## src/flash_erase_defs.svh

```systemverilog
`ifndef FLASH_ERASE_DEFS_SVH
`define FLASH_ERASE_DEFS_SVH

// Opcodes of the three erase commands.
`define OP_PAGE_ERASE       8'h81
`define OP_BLOCK_ERASE      8'h50
`define OP_SECTOR_ERASE     8'h7c

// Command frame: one opcode byte and three address bytes.
`define FRAME_BITS          6'h20
`define PAGE_BITS           15
`define BLOCK_BITS          12
`define SECTOR_BITS         5

// Page counts of the erase units.
`define PAGES_PER_BLOCK     11'h008
`define PAGES_PER_SECTOR    11'h400
`define PAGES_SECTOR_0A     11'h008
`define PAGES_SECTOR_0B     11'h3f8

// Reset level of the synchronised link pins {sclk, cs_n, si}.
`define LINK_IDLE           3'h2

// Clock rate and erase times.
`define CLK_MHZ             50
`define PAGE_ERASE_TIME_US  1000
`define BLOCK_ERASE_TIME_US 2000
`define SECTOR_ERASE_TIME_US 100000

// Half period of the serial clock in system clock cycles (160 ns period).
`define SCLK_HALF_CYCLES    3'h4

`endif

```

## src/flash_erase_pkg.sv

```systemverilog
package flash_erase_pkg;

	// Erase unit selected by a command.
	typedef enum logic [1:0] {KIND_PAGE, KIND_BLOCK, KIND_SECTOR} kind_t;

	// Device-side sequencer states.
	typedef enum logic {DEV_IDLE, DEV_ERASE} dev_st_t;

	// Host-side sequencer states.
	typedef enum logic [1:0] {HOST_IDLE, HOST_SHIFT, HOST_END} host_st_t;

	// All state of the device end.
	typedef struct packed {
		logic [2:0]  s1;
		logic [2:0]  s2;
		logic [2:0]  s3;
		logic [2:0]  filt;
		logic [2:0]  filt_d;
		logic [31:0] shift;
		logic [5:0]  nbits;
		dev_st_t     st;
		logic [31:0] timer;
		logic        fail_seen;
		logic        err;
		logic        busy;
		logic        rdy;
		logic        start;
		kind_t       kind;
		logic [14:0] first_page;
		logic [10:0] page_count;
	} dev_state_t;

	// All state of the host end.
	typedef struct packed {
		host_st_t    st;
		logic [2:0]  div;
		logic [31:0] shift;
		logic [5:0]  nbits;
		logic        sclk;
		logic        cs_n;
		logic        si;
		logic        done;
		logic [2:0]  r1;
		logic [2:0]  r2;
		logic [2:0]  r3;
		logic        rdy;
		logic        link_busy;
	} host_state_t;

endpackage

```

## src/flash_erase_if.sv

```systemverilog
`timescale 1ns/1ps
`default_nettype none

// Serial link between the erase-command host and the flash device.
interface flash_erase_if;
	logic sclk;
	logic cs_n;
	logic si;
	logic rdy;

	modport dev (input sclk, input cs_n, input si, output rdy);
	modport host (output sclk, output cs_n, output si, input rdy);
endinterface

`default_nettype wire

```

## src/flash_erase_dev.sv

```systemverilog
// Function
// - Standard page erase: 81h, 15 page, 9 filler.
// - Binary page erase: dummy, linear_page_bits, 8 filler.
// - Chip select rise erases page to ones.
// - Self-timed erase, busy shown throughout.
// - Failed byte erase sets error flag.
// - Standard block erase: 50h, 12 page, 12 filler.
// - Binary block erase: dummy, linear bits, 11 filler.
// - Block erase clears eight consecutive pages.
// - Block erase starts on chip select rise.
// - Thirty-three sectors, one erased per command.
// - Sector 0a/0b: 7Ch with 12 page bits.
// - Sectors 1-31: five page bits addressed.
// - Top five bits pick sector, else 0a/0b.
// - Any address inside sector selects it.
`timescale 1ns/1ps
`default_nettype none

`include "flash_erase_defs.svh"

module flash_erase_dev #(
	parameter int PAGE_ERASE_CYCLES   = `PAGE_ERASE_TIME_US * `CLK_MHZ,
	parameter int BLOCK_ERASE_CYCLES  = `BLOCK_ERASE_TIME_US * `CLK_MHZ,
	parameter int SECTOR_ERASE_CYCLES = `SECTOR_ERASE_TIME_US * `CLK_MHZ
) (
	input  wire logic                  i_clk,
	input  wire logic                  i_rst_n,
	input  wire logic                  i_ce,
	input  wire logic                  i_binary_mode,
	input  wire logic                  i_array_fail,
	flash_erase_if.dev                 bus,
	output logic                       o_busy,
	output logic                       o_erase_error,
	output logic                       o_erase_start,
	output flash_erase_pkg::kind_t     o_erase_kind,
	output logic [14:0]                o_erase_first,
	output logic [10:0]                o_erase_count
);
	import flash_erase_pkg::*;

	dev_state_t r;
	dev_state_t n;
	logic       sclk_rise;
	logic       cs_rise;
	logic [7:0] op;
	logic [23:0] addr;
	logic [14:0] page;

	// ----------------------------------------------------------------
	// Next-state logic
	// ----------------------------------------------------------------

	// Pin sampling, command capture, address decode and erase timing.
	always_comb
	begin
		n = r;
		n.start = 1'b0;
		// Three-stage synchronisers; a level is taken once stages two and three agree.
		n.s1 = {bus.sclk, bus.cs_n, bus.si};
		n.s2 = r.s1;
		n.s3 = r.s2;
		for (int i = 0; i < 3; i++)
		begin
			if (r.s2[i] == r.s3[i])
				n.filt[i] = r.s3[i];
		end
		n.filt_d = r.filt;
		sclk_rise = r.filt[2] & ~r.filt_d[2];
		cs_rise = r.filt[1] & ~r.filt_d[1];
		op = r.shift[31:24];
		addr = r.shift[23:0];
		page = i_binary_mode ? addr[22:8] : addr[23:9];

		if (!r.filt[1] && sclk_rise && r.nbits <= `FRAME_BITS)
		begin
			n.shift = {r.shift[30:0], r.filt[0]};
			n.nbits = r.nbits + 6'h01;
		end
		if (r.filt[1])
			n.nbits = '0;

		// A command is taken only with exactly a full frame and while idle.
		if (cs_rise && r.st == DEV_IDLE && r.nbits == `FRAME_BITS)
		begin
			case (op)
				`OP_PAGE_ERASE:
				begin
					n.start = 1'b1;
					n.kind = KIND_PAGE;
					n.first_page = page;
					n.page_count = 11'h001;
					n.timer = 32'(PAGE_ERASE_CYCLES);
				end
				`OP_BLOCK_ERASE:
				begin
					n.start = 1'b1;
					n.kind = KIND_BLOCK;
					n.first_page = {page[14:3], 3'b000};
					n.page_count = `PAGES_PER_BLOCK;
					n.timer = 32'(BLOCK_ERASE_CYCLES);
				end
				`OP_SECTOR_ERASE:
				begin
					n.start = 1'b1;
					n.kind = KIND_SECTOR;
					n.timer = 32'(SECTOR_ERASE_CYCLES);
					if (page[14:10] != 5'h00)
					begin
						n.first_page = {page[14:10], 10'h000};
						n.page_count = `PAGES_PER_SECTOR;
					end
					else if (page[9:3] == 7'h00)
					begin
						n.first_page = 15'h0000;
						n.page_count = `PAGES_SECTOR_0A;
					end
					else
					begin
						n.first_page = 15'h0008;
						n.page_count = `PAGES_SECTOR_0B;
					end
				end
				default:
				begin
					n.start = 1'b0;
				end
			endcase
			if (n.start)
			begin
				n.st = DEV_ERASE;
				n.busy = 1'b1;
				n.rdy = 1'b0;
				n.err = 1'b0;
				n.fail_seen = 1'b0;
			end
		end

		case (r.st)
			DEV_IDLE:
			begin
				n.busy = n.busy;
			end
			DEV_ERASE:
			begin
				n.fail_seen = r.fail_seen | i_array_fail;
				if (r.timer <= 32'h1)
				begin
					n.st = DEV_IDLE;
					n.busy = 1'b0;
					n.rdy = 1'b1;
					n.err = r.fail_seen | i_array_fail;
				end
				else
				begin
					n.timer = r.timer - 32'h1;
				end
			end
			default:
			begin
				n.st = DEV_IDLE;
			end
		endcase
	end

	// ----------------------------------------------------------------
	// State register
	// ----------------------------------------------------------------

	// Synchronous reset to idle with the link released; clock enable freezes all.
	always_ff @(posedge i_clk)
	begin
		if (!i_rst_n)
		begin
			r <= '0;
			r.s1 <= `LINK_IDLE;
			r.s2 <= `LINK_IDLE;
			r.s3 <= `LINK_IDLE;
			r.filt <= `LINK_IDLE;
			r.filt_d <= `LINK_IDLE;
			r.rdy <= 1'b1;
		end
		else if (i_ce)
		begin
			r <= n;
		end
	end

	// ----------------------------------------------------------------
	// Outputs
	// ----------------------------------------------------------------

	// Every output is a field of the state register.
	assign bus.rdy       = r.rdy;
	assign o_busy        = r.busy;
	assign o_erase_error = r.err;
	assign o_erase_start = r.start;
	assign o_erase_kind  = r.kind;
	assign o_erase_first = r.first_page;
	assign o_erase_count = r.page_count;

endmodule

`default_nettype wire

```

## src/flat_wrapper.sv

```systemverilog
// flat-port wrapper written by rule: the top's interface ports become plain ports
module flash_erase_dev_flat import flash_erase_pkg::*;
#(
	parameter int PAGE_ERASE_CYCLES   = `PAGE_ERASE_TIME_US * `CLK_MHZ,
	parameter int BLOCK_ERASE_CYCLES  = `BLOCK_ERASE_TIME_US * `CLK_MHZ,
	parameter int SECTOR_ERASE_CYCLES = `SECTOR_ERASE_TIME_US * `CLK_MHZ
)
  (i_clk, i_rst_n, i_ce, i_binary_mode, i_array_fail, o_busy, o_erase_error, o_erase_start, o_erase_kind, o_erase_first, o_erase_count, bus_sclk, bus_cs_n, bus_si, bus_rdy);
  flash_erase_if bus_i ();
  input  wire logic i_clk;
  input  wire logic i_rst_n;
  input  wire logic i_ce;
  input  wire logic i_binary_mode;
  input  wire logic i_array_fail;
  output logic o_busy;
  output logic o_erase_error;
  output logic o_erase_start;
  output flash_erase_pkg::kind_t o_erase_kind;
  output logic [14:0] o_erase_first;
  output logic [10:0] o_erase_count;
  input wire logic [$bits(bus_i.sclk)-1:0] bus_sclk;
  input wire logic [$bits(bus_i.cs_n)-1:0] bus_cs_n;
  input wire logic [$bits(bus_i.si)-1:0] bus_si;
  output wire logic [$bits(bus_i.rdy)-1:0] bus_rdy;
  assign bus_i.sclk = bus_sclk;
  assign bus_i.cs_n = bus_cs_n;
  assign bus_i.si = bus_si;
  assign bus_rdy = bus_i.rdy;
  flash_erase_dev #(.PAGE_ERASE_CYCLES(PAGE_ERASE_CYCLES), .BLOCK_ERASE_CYCLES(BLOCK_ERASE_CYCLES), .SECTOR_ERASE_CYCLES(SECTOR_ERASE_CYCLES)) u_core (.i_clk(i_clk), .i_rst_n(i_rst_n), .i_ce(i_ce), .i_binary_mode(i_binary_mode), .i_array_fail(i_array_fail), .bus(bus_i), .o_busy(o_busy), .o_erase_error(o_erase_error), .o_erase_start(o_erase_start), .o_erase_kind(o_erase_kind), .o_erase_first(o_erase_first), .o_erase_count(o_erase_count));
endmodule
```

## config.mk

```make
export PLATFORM = sky130hd
export DESIGN_NAME = flash_erase_dev_flat
export DESIGN_NICKNAME = d
export VERILOG_FILES = /design/src/flash_erase_pkg.sv /design/src/flash_erase_if.sv /design/src/flash_erase_dev.sv /design/src/flat_wrapper.sv
export VERILOG_INCLUDE_DIRS = /design/src
export SDC_FILE = /design/constraint.sdc
export NUM_CORES = 1
export LEC_CHECK = 0
export ABC_AREA = 1
export BUFFER_PORTS_ARGS = -buffer_cell sky130_fd_sc_hd__buf_2
export CAP_MARGIN = 0
export CORE_MARGIN = 2
export CORE_UTILIZATION = 65
export DETAILED_ROUTE_END_ITERATION = 7
export PLACE_DENSITY = 0.89
export SETUP_SLACK_MARGIN = 0.02
export SKIP_CTS_REPAIR_TIMING = 1
export SYNTH_ARGS = -nofsm -noshare
export SYNTH_HDL_FRONTEND = slang
export SYNTH_SLANG_ARGS = --single-unit
```

## constraint.sdc

```tcl
create_clock -name i_clk -period 3.72 [get_ports i_clk]
set_input_delay 0 -clock i_clk [delete_from_list [all_inputs] [get_ports i_clk]]
set_output_delay 0 -clock i_clk [all_outputs]
set_load 0.1 [all_outputs]
```

### Yosys cells after proc, flatten, opt, wreduce, memory -nomap -nowiden

Index checks and enable logic that the tools add are counted.

* register bits after elaboration: 119
* logic and storage cells: 73

* $add $sub $neg: 2
* magnitude comparators: 2
* eq/ne operators: 7
* muxes and demuxes: 18
* bitwise gates (word level): 6
* reductions and logical operators: 19

Operator list (number)
* $pmux 32 s3: 1
* $pmux 28 s3: 1
* $mux 66: 1
* $mux 35: 1
* $le 32x1->1 const B: 1
* $mux 32: 1
* $sub 32x1->32 const B: 1
* $mux 15: 2
* $mux 26: 1
* $eq 8x7->1 const B: 2
* $mux 6: 2
* $reduce_and 2->1: 5
* $eq 8x8->1 const B: 1
* $logic_not 7->1: 1
* $add 6x1->6 const B: 1
* $eq 6x6->1 const B: 1
* $le 6x6->1 const B: 1
* $reduce_and 3->1: 2
* $reduce_bool 2->1: 3
* $mux 1: 5
* $reduce_bool 5->1: 1
* $logic_and 1x1->1: 4
* $mux 4: 1
* $eq 1x1->1: 3
* 8 further kinds: 11

### Logic depth before layout (Yosys ltp)

Gate-level depths: netlist of run 1.

* depth after elaboration: 9
* gate-level depth with buffers: 13

### Worst setup path after synthesis of run 1

Ideal clock, no wire load.

* path type: register to register
* start: register u_core.r[33] (netlist bit)
* end: register u_core.r[47] (netlist bit)
* library setup time: 132 ps
* arrival: 1617 ps
* required time: 3588 ps
* setup slack: 1971 ps
* stages on the path, launching flop included: 13
* buffers on the path: 1
* cells stage by stage: dfxtp_1 -> inv_1 -> ha_1 -> nand2_1 -> nor2_4 -> nand2_2 -> nand2_2 -> nand2_4 -> nand2_4 -> buf_6 -> nand4_1 -> nand2_1 -> a21oi_1

* word-level cells in the longest chain between the ends: 3
* elaborated cells on any way between the ends: 4
* those cells by class: add/sub (1); order compare (1); mux (2)

RTL lines
* start: declaration: RTL line flash_erase_dev.sv:41 `dev_state_t r;`
* start signal: assignment: RTL line flash_erase_dev.sv:184 `r <= n;`
* $sub 32x1->32 or $le 32x1->1 (tied branches): RTL line flash_erase_dev.sv:155, flash_erase_dev.sv:146
* $mux 32 *: RTL line flash_erase_dev.sv:146 `if (r.timer <= 32'h1)`
* $mux 35 *: RTL line flash_erase_dev.sv:138 `case (r.st)`

Mark *: on every way between the ends. The rest lies on a longest branch, timed or not.
A chain may end at the register's enable or synchronous reset.

### Worst setup path in the final report of run 1

* start: register u_core.r[65] (netlist bit)
* end: register u_core.r, in the netlist u_core.o_erase_count[3]

* word-level cells in the longest chain between the ends: 4

RTL lines
* $not 1->1: RTL line flash_erase_dev.sv:83 `` if (cs_rise && r.st == DEV_IDLE && r.nbits == `FRAME_BITS) ``
* $logic_and 1x1->1: RTL line flash_erase_dev.sv:83
* $logic_and 1x1->1 (no line)
* $reduce_and 3->1 (no line)

No other way between the ends.

==> results of run 1 <==
==> worst min-delay path by stage <==
stage	startpoint	end	cells past startpoint
after CTS	bus_sclk	u_core.n[115]	3
after global routing	i_array_fail	u_core.r[32]	4
final	i_array_fail	u_core.r[32]	4
after floorplan	bus_cs_n	u_core.n[114]	2
after global placement	bus_cs_n	u_core.n[114]	3
after detailed placement	bus_sclk	u_core.n[115]	3
==> final cells by class <==
class                           count  area [um2]  share of cell area (%)
Timing Repair Buffer               45         253                    4.12
Sequential cell                   111        2220                    36.3
Tap cell                          108         135                    2.21
Multi-Input combinational cell    647        3080                    50.3
Inverter                           65         246                    4.02
Clock buffer                       10         128                    2.08
Clock inverter                      6        62.6                    1.02
==> stage by stage <==
stage / cells / cell area [um2] / hold slack (ns)
final: 992 / 6130 / 0.0808
after floorplan: 890 / 5940 / 0.126
after detailed placement: 973 / 5910 / 0.237
after global routing: 992 / 6130 / 0.103
after CTS: 989 / 6100 / -0.159
after global placement: 973 / 5910 / 0.211
==> kinds of logic after synthesis <==
group,after synthesis,synth area share (%)
simple gates,439,32.2
compound gates,190,16.9
buf+inv,132,10.8
flops,111,37.4
xor+xnor,12,1.77
fa+ha+maj,4,0.843
other cells,1,0.0632
==> power by group through the flow <==
stage	clock network, mW	registers [mW]	logic, mW
after floorplan	0	1.24	0.186
after global routing	0.768	1.21	0.271
final	0.715	1.21	0.243
after global placement	0	1.24	0.232
after detailed placement	0	1.24	0.235
after CTS	0.725	1.21	0.236
==> registers in the layout, indices dropped and copies added (netlist names) <==
| signal | count |
|---|---|
| u_core.o_busy | 1 |
| u_core.n | 9 |
| u_core.o_erase_start | 1 |
| u_core.r | 45 |
| u_core.o_erase_first | 15 |
| u_core.o_erase_error | 1 |
| u_core.op | 8 |
| u_core.addr | 24 |
| u_core.o_erase_kind | 2 |
| u_core.o_erase_count | 4 |
| u_core.bus.rdy | 1 |
==> routing by layer <==
layer / GRT usage, % / routed length (um) / part of all wire [%] / vias up
met5: 0 / 0 / 0 / -
met4: 12.1 / 372 / 2.6 / 0
met3: 4.29 / 843 / 5.9 / 29
met2: 50.0 / 7010 / 49 / 189
met1: 38.8 / 6160 / 43 / 2622
li1: - / - / - / 2855
==> synthesized netlist by cell type, types with 5 or more instances <==
cell and instances:
nand2_1 189, nor2_1 134, dfxtp_1 111, a21oi_1 91, o21ai_0 78, nand3_1 73, inv_1 60, buf_4 29
clkbuf_1 28, nand4_1 12, xnor2_1 7, nor2_2 5, nor2_4 5, nor3_1 5, o21ai_1 5, xor2_1 5
==> layout by cell type (no fill, tap or decap), types with 2 or more instances in the layout <==
cell type / count
or2_2: 4
buf_2: 37
nand2_1: 189
o21a_1: 4
dfxtp_1: 111
nand4_1: 12
nor2_2: 5
buf_4: 5
nand2_2: 2
nor2_1: 134
conb_1: 2
o21bai_1: 3
inv_2: 3
xnor2_1: 7
o211ai_1: 4
dlygate4sd3_1: 3
nand2_4: 4
clkbuf_8: 9
inv_1: 60
nand3b_1: 2
nor2_4: 5
nor3_1: 5
ha_1: 4
xor2_1: 5
o21ai_0: 78
nand3_1: 73
a21oi_1: 91
inv_6: 3
o21ai_1: 5
a31oi_1: 2
==> critical path, cell delays in order, from the launching register on <==
cell	delay [ns]
dfxtp_1	0.48
inv_2	0.19
nand3_2	0.11
nor2_4	0.21
nand2_1	0.37
nand2_1	0.18
nand2_1	0.30
o21bai_1	0.28
a21oi_1	0.12
==> summary.md, run 1 <==
| Metric | Value |
|---|---|
| Post-synthesis register bit count | 111 |
| DRT Wirelength | 14.4 mm |
| Combinational power share | 11.2% |
| Synth Area per Inst | 6.68 um2 |
| Ports | 40 |
| Post-Syn Area | 5940 um2 |
| Reg clk slew, reported paths | 0.11 ns |
| WP data required | 4.03 ns |
| Least-Margin Pin Slew | 0.667 ns |
| Final Hold Fails | 0 |
| Largest net degree at the start of global routing | 64 |
| Antenna diode count | 0 |
| Peak VDD IR | 0.000287 V |
| CTS Sinks | 111 |
| Clock skew | 0.00907 ns |
| Crit path launch | u_core.r[65] |
| Reg2Reg Depth | 8 |
| Clk root buf | clkbuf_8 |
| Switching share of power | 29.1% |
| Pre-CTS setup slack | 1.47 ns |
| Reg-to-Reg Start | u_core.r[65] |
| # setup viols final | 0 |
| Total power | 2.17 mW |
| Top FF cell, synth | dfxtp_1 |
| IO buf count | 37 |
| Layout fillers | 768 |
| Vias per cell | 5.74 |
| Die Ht | 99.6 um |
| Power per cell area | 354 nW/um2 |
| Gr usage total | 29.9% |
| Initial antenna violation count | 0 |
| Final worst setup slack | 1.41 ns |
| Run status | complete, no violations |
| Slew Limit Fails | 0 |
| Vias in the first global route | 5212 |
| Maxcap violations | 0 |
| Synth top area share | 37.4% |
| Clk pwr share | 32.9% |
| Fin crit share | 62.1% |
| Cell taking the most area after synthesis | dfxtp_1 |
| Detailed Place HPWL | 9.98 mm |
| Yosys warning total | 0 |
| WL/cell | 14.5 um |
| FP Rows | 34 |
| Maximum clock path buffer count | 2 |
| Hold Path Class | in2reg |
| Cell variety after synth | 39 |
| Setup crit end kind | flip-flop |
| Register share of total power | 55.9% |
| GRT overflow | 0 |
| Async SR Flop Fraction | 0% |
| Drt first-iter violations | 327 |
| Mapped Cells | 889 |
| Die ar. | 9920 um2 |
| Achievable frequency | 0.433 GHz |
| CTS Buf Count | 9 |
| Area Overhead vs Synth | 3.18% |
| Synth area leaders | dfxtp_1 (37%), nand2_1 (12%), nor2_1 (8.5%) |
| R2r endpoint | u_core.o_erase_count[3] |
| H-tree depth | 3 |
| R2r setup slk | 1.41 ns |
| Setup_tns | 0 ns |
| Crit path DAT | 2.62 ns |
| Post-layout util | 69.6% |
| Remaining antenna violation count | 0 |
| DRC errors left | 0 |
| Kind of critical path | reg2reg |
| Die W | 99.6 um |
| Routed vias | 5695 |
| CP Launch Type | flip-flop |
| Post-layout min period | 2.31 ns |
| Number of synthesized flops with an enable pin | 0 |
| Fraction of layout cells with a size suffix above 1 | 9.73% |
| P_int | 1.54 mW |
| Worst rel slew slack | 55.5% |
| Core ar. | 8810 um2 |
| TritonRoute pass-1 iters | 5 |
| First-pass GRT wire length | 24.2 mm |
| Clk Latency, worst-skew pair | 0.38 ns |
| Crit path max fanout | 16 |
| Gpl congestion | 0.949 |
| RSZ-0062 raised after global routing | no |
| Leakage | 2.63 nW |
| CTS tree | built |
| Final net count | 891 |
| Crit path to | u_core.o_erase_count[3] |
| Initial Util | 67.4% |
| Switching power total | 0.632 mW |
| Seq/Total Area, Yosys | 37.4% |
(Power assumes the default switching activity.)
==> run 2: changes to the inputs <==
--- a/config.mk
+++ b/config.mk
@@ -10,9 +10,9 @@
 export BUFFER_PORTS_ARGS = -buffer_cell sky130_fd_sc_hd__buf_2
 export CAP_MARGIN = 0
 export CORE_MARGIN = 2
-export CORE_UTILIZATION = 65
+export CORE_UTILIZATION = 55
 export DETAILED_ROUTE_END_ITERATION = 7
-export PLACE_DENSITY = 0.89
+export PLACE_DENSITY = 0.8
 export SETUP_SLACK_MARGIN = 0.02
 export SKIP_CTS_REPAIR_TIMING = 1
 export SYNTH_ARGS = -nofsm -noshare
==> constraint.sdc (replaced) <==
create_clock -name i_clk -period 2 [get_ports i_clk]
set_input_delay 0 -clock i_clk [delete_from_list [all_inputs] [get_ports i_clk]]
set_output_delay 0 -clock i_clk [all_outputs]
set_load 0.1 [all_outputs]
==> run 2 against run 1 <==
Effect of this change:
- via count fell by 0.19%
- register-to-register slack got worse by 1.3 ns
- critical endpoint is now u_core.o_erase_kind[0]
- sequential cell count stayed put
- clock skew is 0.0014 ns higher
- sequential power grew 86%
==> summary.md, run 2 (synthesized netlist as in run 1, its figures left out) <==
| Metric | Value |
|---|---|
| Fin crit share | 93.7% (+32 points) |
| # setup viols final | 0 (unchanged) |
| Multi-input gate area | 3140 um2 (+1.8%) |
| Gr usage total | 24.7% (-5.2 points) |
| R2r endpoint | u_core.o_erase_kind[0] |
| CP Launch Type | flip-flop |
| First-pass GRT wire length | 23.2 mm (-4.2%) |
| Total power | 4.10 mW (+89%) |
| Drt first-iter violations | 514 (+57%) |
| Reg-to-Reg Start | u_core.r[66] |
| Routed vias | 5684 (-0.19%) |
| Clock skew | 0.0104 ns (+0.00137 ns) |
| Detailed Place HPWL | 9.65 mm (-3.3%) |
| Slew Limit Fails | 0 (unchanged) |
| Clk Latency, worst-skew pair | 0.39 ns (about the same) |
| WP data required | 2.32 ns (-1.71 ns) |
| Power per cell area | 631 nW/um2 (+78%) |
| Die ar. | 11600 um2 (+17%) |
| Most common cell after layout, fill and taps aside | nand2_1 |
| Top reg by flops | u_core.r |
| Reg2Reg Depth | 10 (+2) |
| IO buf count | 37 (unchanged) |
| R2r setup slk | 0.13 ns (-1.28 ns) |
| Leakage | 2.80 nW (+6.6%) |
| Ports | 40 (unchanged) |
| TritonRoute pass-1 iters | 5 (unchanged) |
| Maximum clock path buffer count | 2 (unchanged) |
| Reg clk slew, reported paths | 0.11 ns (about the same) |
| Antenna diode count | 0 (unchanged) |
| Fraction of layout cells with a size suffix above 1 | 13.4% (+3.7 points) |
| Core ar. | 10400 um2 (+18%) |
| Clk root buf | clkbuf_8 |
| Post-layout min period | 1.87 ns (-0.435 ns) |
| Die W | 108 um (+8.4%) |
| Cell Count, Final, Fillers Out | 1051 (+5.9%) |
| Initial antenna violation count | 0 (unchanged) |
| CTS Buf Count | 9 (unchanged) |
| Worst rel slew slack | 63.5% (+8.1 points) |
| Maxcap violations | 0 (unchanged) |
| Initial Util | 57.0% (-10 points) |
| Placed cell count | 1024 (+5.2%) |
| Crit path max fanout | 11 (-5) |
| DRC errors left | 0 (unchanged) |
| Setup crit end kind | flip-flop |
| Final net count | 922 (+3.5%) |
| Seq. cell area | 2220 um2 (about the same) |
| Peak VDD IR | 0.000396 V (+38%) |
| Area Overhead vs Synth | 9.50% |
| WL/cell | 13.4 um (-7.4%) |
| Crit path to | u_core.o_erase_kind[0] |
| Hold slack final | 0.0274 ns (-0.0534 ns) |
| Kind of critical path | reg2reg |
| Die Ht | 108 um (+8.4%) |
| Most frequent cells in the layout | nand2_1 (187), nor2_1 (132), dfxtp_1 (110), a21oi_1 (90), o21ai_0 (78) |
| Run status | complete, no violations |
| Max reg flops | 45 (unchanged) |
| GRT overflow | 0 (unchanged) |
| Vias per cell | 5.41 (-5.8%) |
| CTS Sinks | 111 (unchanged) |
| CTS tree | built |
| Largest net degree at the start of global routing | 63 (-1.6%) |
| H-tree depth | 3 (unchanged) |
| Final Hold Fails | 0 (unchanged) |
| Achievable frequency | 0.534 GHz (+23%) |
| Least-Margin Pin Slew | 0.547 ns (-0.120 ns) |
| Vias in the first global route | 4908 (-5.8%) |
| Layout fillers | 986 (+28%) |
| DRT Wirelength | 14.1 mm (-1.9%) |
| Remaining antenna violation count | 0 (unchanged) |
| RSZ-0062 raised after global routing | yes |
| Crit path launch | u_core.r[66] |
| FP Rows | 37 (+8.8%) |
| Crit path DAT | 2.19 ns (-0.43 ns) |
| Gpl congestion | 0.916 (-3.4%) |
| Hold Path Class | in2reg |
## run 2: cell count changes in the layout (fill, tap and decap cells not counted), moves of 2 or more
cell / before / now
buf_12: 0 / 4
nor2_2: 5 / 7
nand2_1: 189 / 187
nor2_1: 134 / 132
nor2_4: 5 / 7
inv_6: 3 / 1
buf_4: 5 / 28
## run 2: where the power goes
group | total [mW] | switching, mW | internal (mW)
Combinational | 0.503 | 0.332 | 0.171
Clock | 1.35 | 0.833 | 0.516
Sequential | 2.25 | 0.0189 | 2.23
## run 2: critical path, cell delays in order, from the launching register on
cell and delay, ns:
dfxtp_2 0.35, inv_1 0.08, ha_1 0.15, nand4_1 0.15
nor2_4 0.26, o21ai_4 0.12, nand2_4 0.12, inv_4 0.10
nor2_4 0.26, nand2_1 0.09, a21oi_1 0.13
## run 2: layer usage
metal | track usage [%] | share of wire [%]
met2 | 39.8 | 47
met4 | 5.22 | 0.75
met1 | 34.5 | 47
met5 | 0 | 0
met3 | 4.90 | 5.0
## run 2: final cells by class
| class | instances | area share [%] |
|---|---|---|
| clock buffers | 10 | 2.12 |
| inverters | 65 | 3.79 |
| multi-input cells | 649 | 48.2 |
| repair buffers | 74 | 8.10 |
| flip-flops and latches | 111 | 34.2 |
| well taps | 136 | 2.62 |
| clock inverters | 6 | 0.943 |
## run 2: worst min path at each step
stage / start / to / slack (ns) / cells past startpoint
6_report: i_array_fail / u_core.r[32] / 0.03 / 4
3_5_place_dp: bus_sclk / u_core.n[115] / 0.23 / 3
2_1_floorplan: bus_cs_n / u_core.n[114] / 0.13 / 2
5_1_grt: i_array_fail / u_core.r[32] / 0.04 / 4
4_1_cts: bus_sclk / u_core.n[115] / -0.18 / 3
3_3_place_gp: bus_cs_n / u_core.n[114] / 0.22 / 3
## run 2: stage by stage
step	utilization, %	cell area, um2	setup TNS (ns)	worst slack, ns
after floorplan	-	5940	0	0.251
after global placement	59.2	6160	0	0.0449
after detailed placement	59.2	6160	-0.0298	-0.0298
after CTS	61.1	6360	-0.0609	-0.0460
after global routing	62.4	6500	-0.0173	-0.00549
final	62.4	6500	0	0.127
==> run 3: changes to the inputs <==
==> constraint.sdc (replaced) <==
create_clock -name i_clk -period 2 [get_ports i_clk]
set_input_delay 0.4 -clock i_clk [delete_from_list [all_inputs] [get_ports i_clk]]
set_output_delay 0.4 -clock i_clk [all_outputs]
set_load 0.1 [all_outputs]
==> run 3 against run 2 <==
Effect of this change:
- clock-buffer cell count up 2
- critical path type unchanged
- hold slack better by 0.20 ns
- critical endpoint is now u_core.o_erase_count[10]
- register-to-register slack about the same
- non-clock buffer count down 4
- highest routed layer unchanged
- via count down 0.81%
- core utilization down 0.40 points
- design area down 0.63%
- first-iteration DRC count up 2.7%
- combinational power down 2%
- sequential cell count unchanged
- sequential power about the same
==> summary.md, run 3 (synthesized netlist as in run 1, its figures left out) <==
| Metric | Value |
|---|---|
| Hold Path Cell Cnt | 3 (-1) |
| Gr usage total | 24.7% (+0.035 points) |
| CTS Buf Count | 9 (unchanged) |
| Antenna diode count | 0 (unchanged) |
| CTS tree | built |
| First-pass GRT wire length | 23.2 mm (+0.12%) |
| Multi-input gate area | 3150 um2 (+0.44%) |
| Maxcap violations | 0 (unchanged) |
| Ports | 40 (unchanged) |
| Clk Latency, worst-skew pair | 0.40 ns (about the same) |
| R2r setup slk | 0.13 ns (about the same) |
| Cell Count, Final, Fillers Out | 1048 (-0.29%) |
| WL/cell | 13.5 um (+0.22%) |
| Buf/Inv on CP | 2 (unchanged) |
| Slew Limit Fails | 0 (unchanged) |
| Final Hold Fails | 0 (unchanged) |
| Crit path max fanout | 9 (-2) |
| Worst rel slew slack | 66.2% (+2.6 points) |
| Drt first-iter violations | 528 (+2.7%) |
| Clock skew | 0.0182 ns (+0.00773 ns) |
| Max reg flops | 45 (unchanged) |
| FP Rows | 37 (unchanged) |
| Kind of critical path | reg2reg |
| H-tree depth | 3 (unchanged) |
| M1 GR Usage | 35.0% (+0.49 points) |
| Setup crit end kind | flip-flop |
| Leakage | 2.79 nW (-0.40%) |
| Largest net degree at the start of global routing | 50 (-21%) |
| WP data required | 2.33 ns (about the same) |
| IO buf count | 37 (unchanged) |
| Layout fillers | 938 (-4.9%) |
| Initial antenna violation count | 0 (unchanged) |
| TritonRoute pass-1 iters | 5 (unchanged) |
| DRC errors left | 0 (unchanged) |
| Reg clk slew, reported paths | 0.11 ns (about the same) |
| Slowest cell on crit path | dfxtp_1 |
| Maximum clock path buffer count | 2 (unchanged) |
| Met3 track demand over resource | 5.69% (+0.79 points) |
| Max stage delay on crit path | 0.35 ns (about the same) |
| R2r endpoint | u_core.o_erase_count[10] |
| Vias in the first global route | 4842 (-1.3%) |
| GRT overflow | 0 (unchanged) |
| DRT Wirelength | 14.1 mm (about the same) |
| Vias per cell | 5.38 (-0.53%) |
| HP Start | bus_cs_n |
| CP Launch Type | flip-flop |
| Gpl congestion | 0.925 (+0.91%) |
| P_int | 2.93 mW (+0.52%) |
| CTS Sinks | 111 (unchanged) |
| Die ar. | 11600 um2 (unchanged) |
| Detailed Place HPWL | 9.54 mm (-1.1%) |
| Reg2Reg Depth | 10 (unchanged) |
| Met2 Use GR | 38.2% (-1.6 points) |
| Die Ht | 108 um (unchanged) |
| Remaining antenna violation count | 0 (unchanged) |
| CP cell instances | inv_1, ha_1, nand4_1, nor2_4, o21ai_4, nand2_4, inv_4, nor2_8, nand3_1, a21oi_1 |
| Top reg by flops | u_core.r |
| Most Used Layer, Global Route | met2 |
| Top delay family on crit path | simple AND/OR/NAND/NOR gates |
| Clk pwr share | 32.6% (-0.3 points) |
| Clk root buf | clkbuf_8 |
| Fraction of layout cells with a size suffix above 1 | 13.5% (+0.044 points) |
| Hold Crit Endpoint | u_core.n[114] |
| Seq. cell area | 2220 um2 (about the same) |
| Switching power total | 1.14 mW (-3.8%) |
| Peak VDD IR | 0.000807 V (+100%) |
| Post-layout min period | 1.87 ns (-0.00337 ns) |
| Crit path DAT | 2.20 ns (about the same) |
| Initial Util | 57.0% (unchanged) |
| RSZ-0062 raised after global routing | yes |
| Combinational power share | 12.1% (-0.2 points) |
| Achievable frequency | 0.535 GHz (+0.18%) |
| Area Overhead vs Synth | 8.81% |
| Reg-to-Reg Start | u_core.r[66] |
| Fin crit share | 93.5% (-0.17 points) |
| Hold Path Class | in2reg |
| Least-Margin Pin Slew | 0.504 ns (-0.0425 ns) |
| Power per cell area | 631 nW/um2 (about the same) |
| Most frequent cells in the layout | nand2_1 (188), nor2_1 (131), dfxtp_1 (111), a21oi_1 (90), o21ai_0 (78) |
| Core ar. | 10400 um2 (unchanged) |
| Most common cell after layout, fill and taps aside | nand2_1 |
| Run status | complete, no violations |
| Placed cell count | 1025 (+0.098%) |
| Die W | 108 um (unchanged) |
| Switching share of power | 28.0% (-0.89 points) |
| # setup viols final | 0 (unchanged) |
| Final net count | 919 (-0.33%) |
| Routed vias | 5638 (-0.81%) |
| Total power | 4.07 mW (-0.72%) |
| Register share of total power | 55.3% (+0.4 points) |
[run 3: cell types whose count changed in the layout (fill, tap and decap cells not counted), sizes merged]
cell	delta
clkbuf	+2
clkinv	-2
clkinvlp	-1
dlygate4sd3	-4
inv	+1
nor2	+1
[run 3: worst max-delay path by stage]
stage	from	endpoint	slack [ns]	cells after the start
after floorplan	u_core.r[33]	u_core.r[47]	0.25	12
after global placement	u_core.r[66]	u_core.o_erase_first[3]	0.06	11
after detailed placement	u_core.r[66]	u_core.o_erase_first[3]	-0.009	11
after CTS	u_core.r[66]	u_core.o_erase_count[10]	-0.03	10
after global routing	u_core.r[34]	u_core.r[61]	-0.02	11
final	u_core.r[66]	u_core.o_erase_count[10]	0.13	10
[run 3: stage by stage]
step	TNS, ns	hold WS [ns]	util [%]	setup slack (ns)	instance area, um2
after floorplan	0	0.429	-	0.251	5940
final	0	0.230	62.0	0.130	6460
after global placement	0	0.436	59.3	0.0583	6170
after detailed placement	-0.00923	0.444	59.3	-0.00923	6170
after global routing	-0.0533	0.213	62.0	-0.0161	6460
after CTS	-0.0528	0.212	61.1	-0.0265	6360
[run 3: layer usage]
metal / routed length, um / vias to the layer above
li1: - / 2902
met1: 6640 / 2537
met2: 6390 / 184
met3: 894 / 15
met4: 178 / 0
met5: 0 / -
[run 3: power by group through the flow]
stage,combinational (mW),sequential (mW),clock (mW)
after floorplan,0.347,2.31,0
after global placement,0.467,2.30,0
after detailed placement,0.470,2.30,0
after CTS,0.474,2.25,1.35
after global routing,0.549,2.26,1.45
final,0.493,2.25,1.33
[run 3: cell type report]
| type | count | share of cell area [%] |
|---|---|---|
| clock buffers | 12 | 2.40 |
| inverters | 65 | 3.81 |
| clock inverters | 4 | 0.523 |
| flip-flops and latches | 111 | 34.4 |
| well taps | 136 | 2.63 |
| multi-input cells | 650 | 48.8 |
| repair buffers | 70 | 7.47 |
[run 3: worst register-to-register path: cells and delay by family, from the launching register on]
kind | cells | cell delay, ns
buffers and inverters | 2 | 0.19
adders and majority gates | 1 | 0.15
and+or+nand+nor | 5 | 0.85
AOI/OAI and AO/OA | 2 | 0.26
DFF | 1 | 0.35
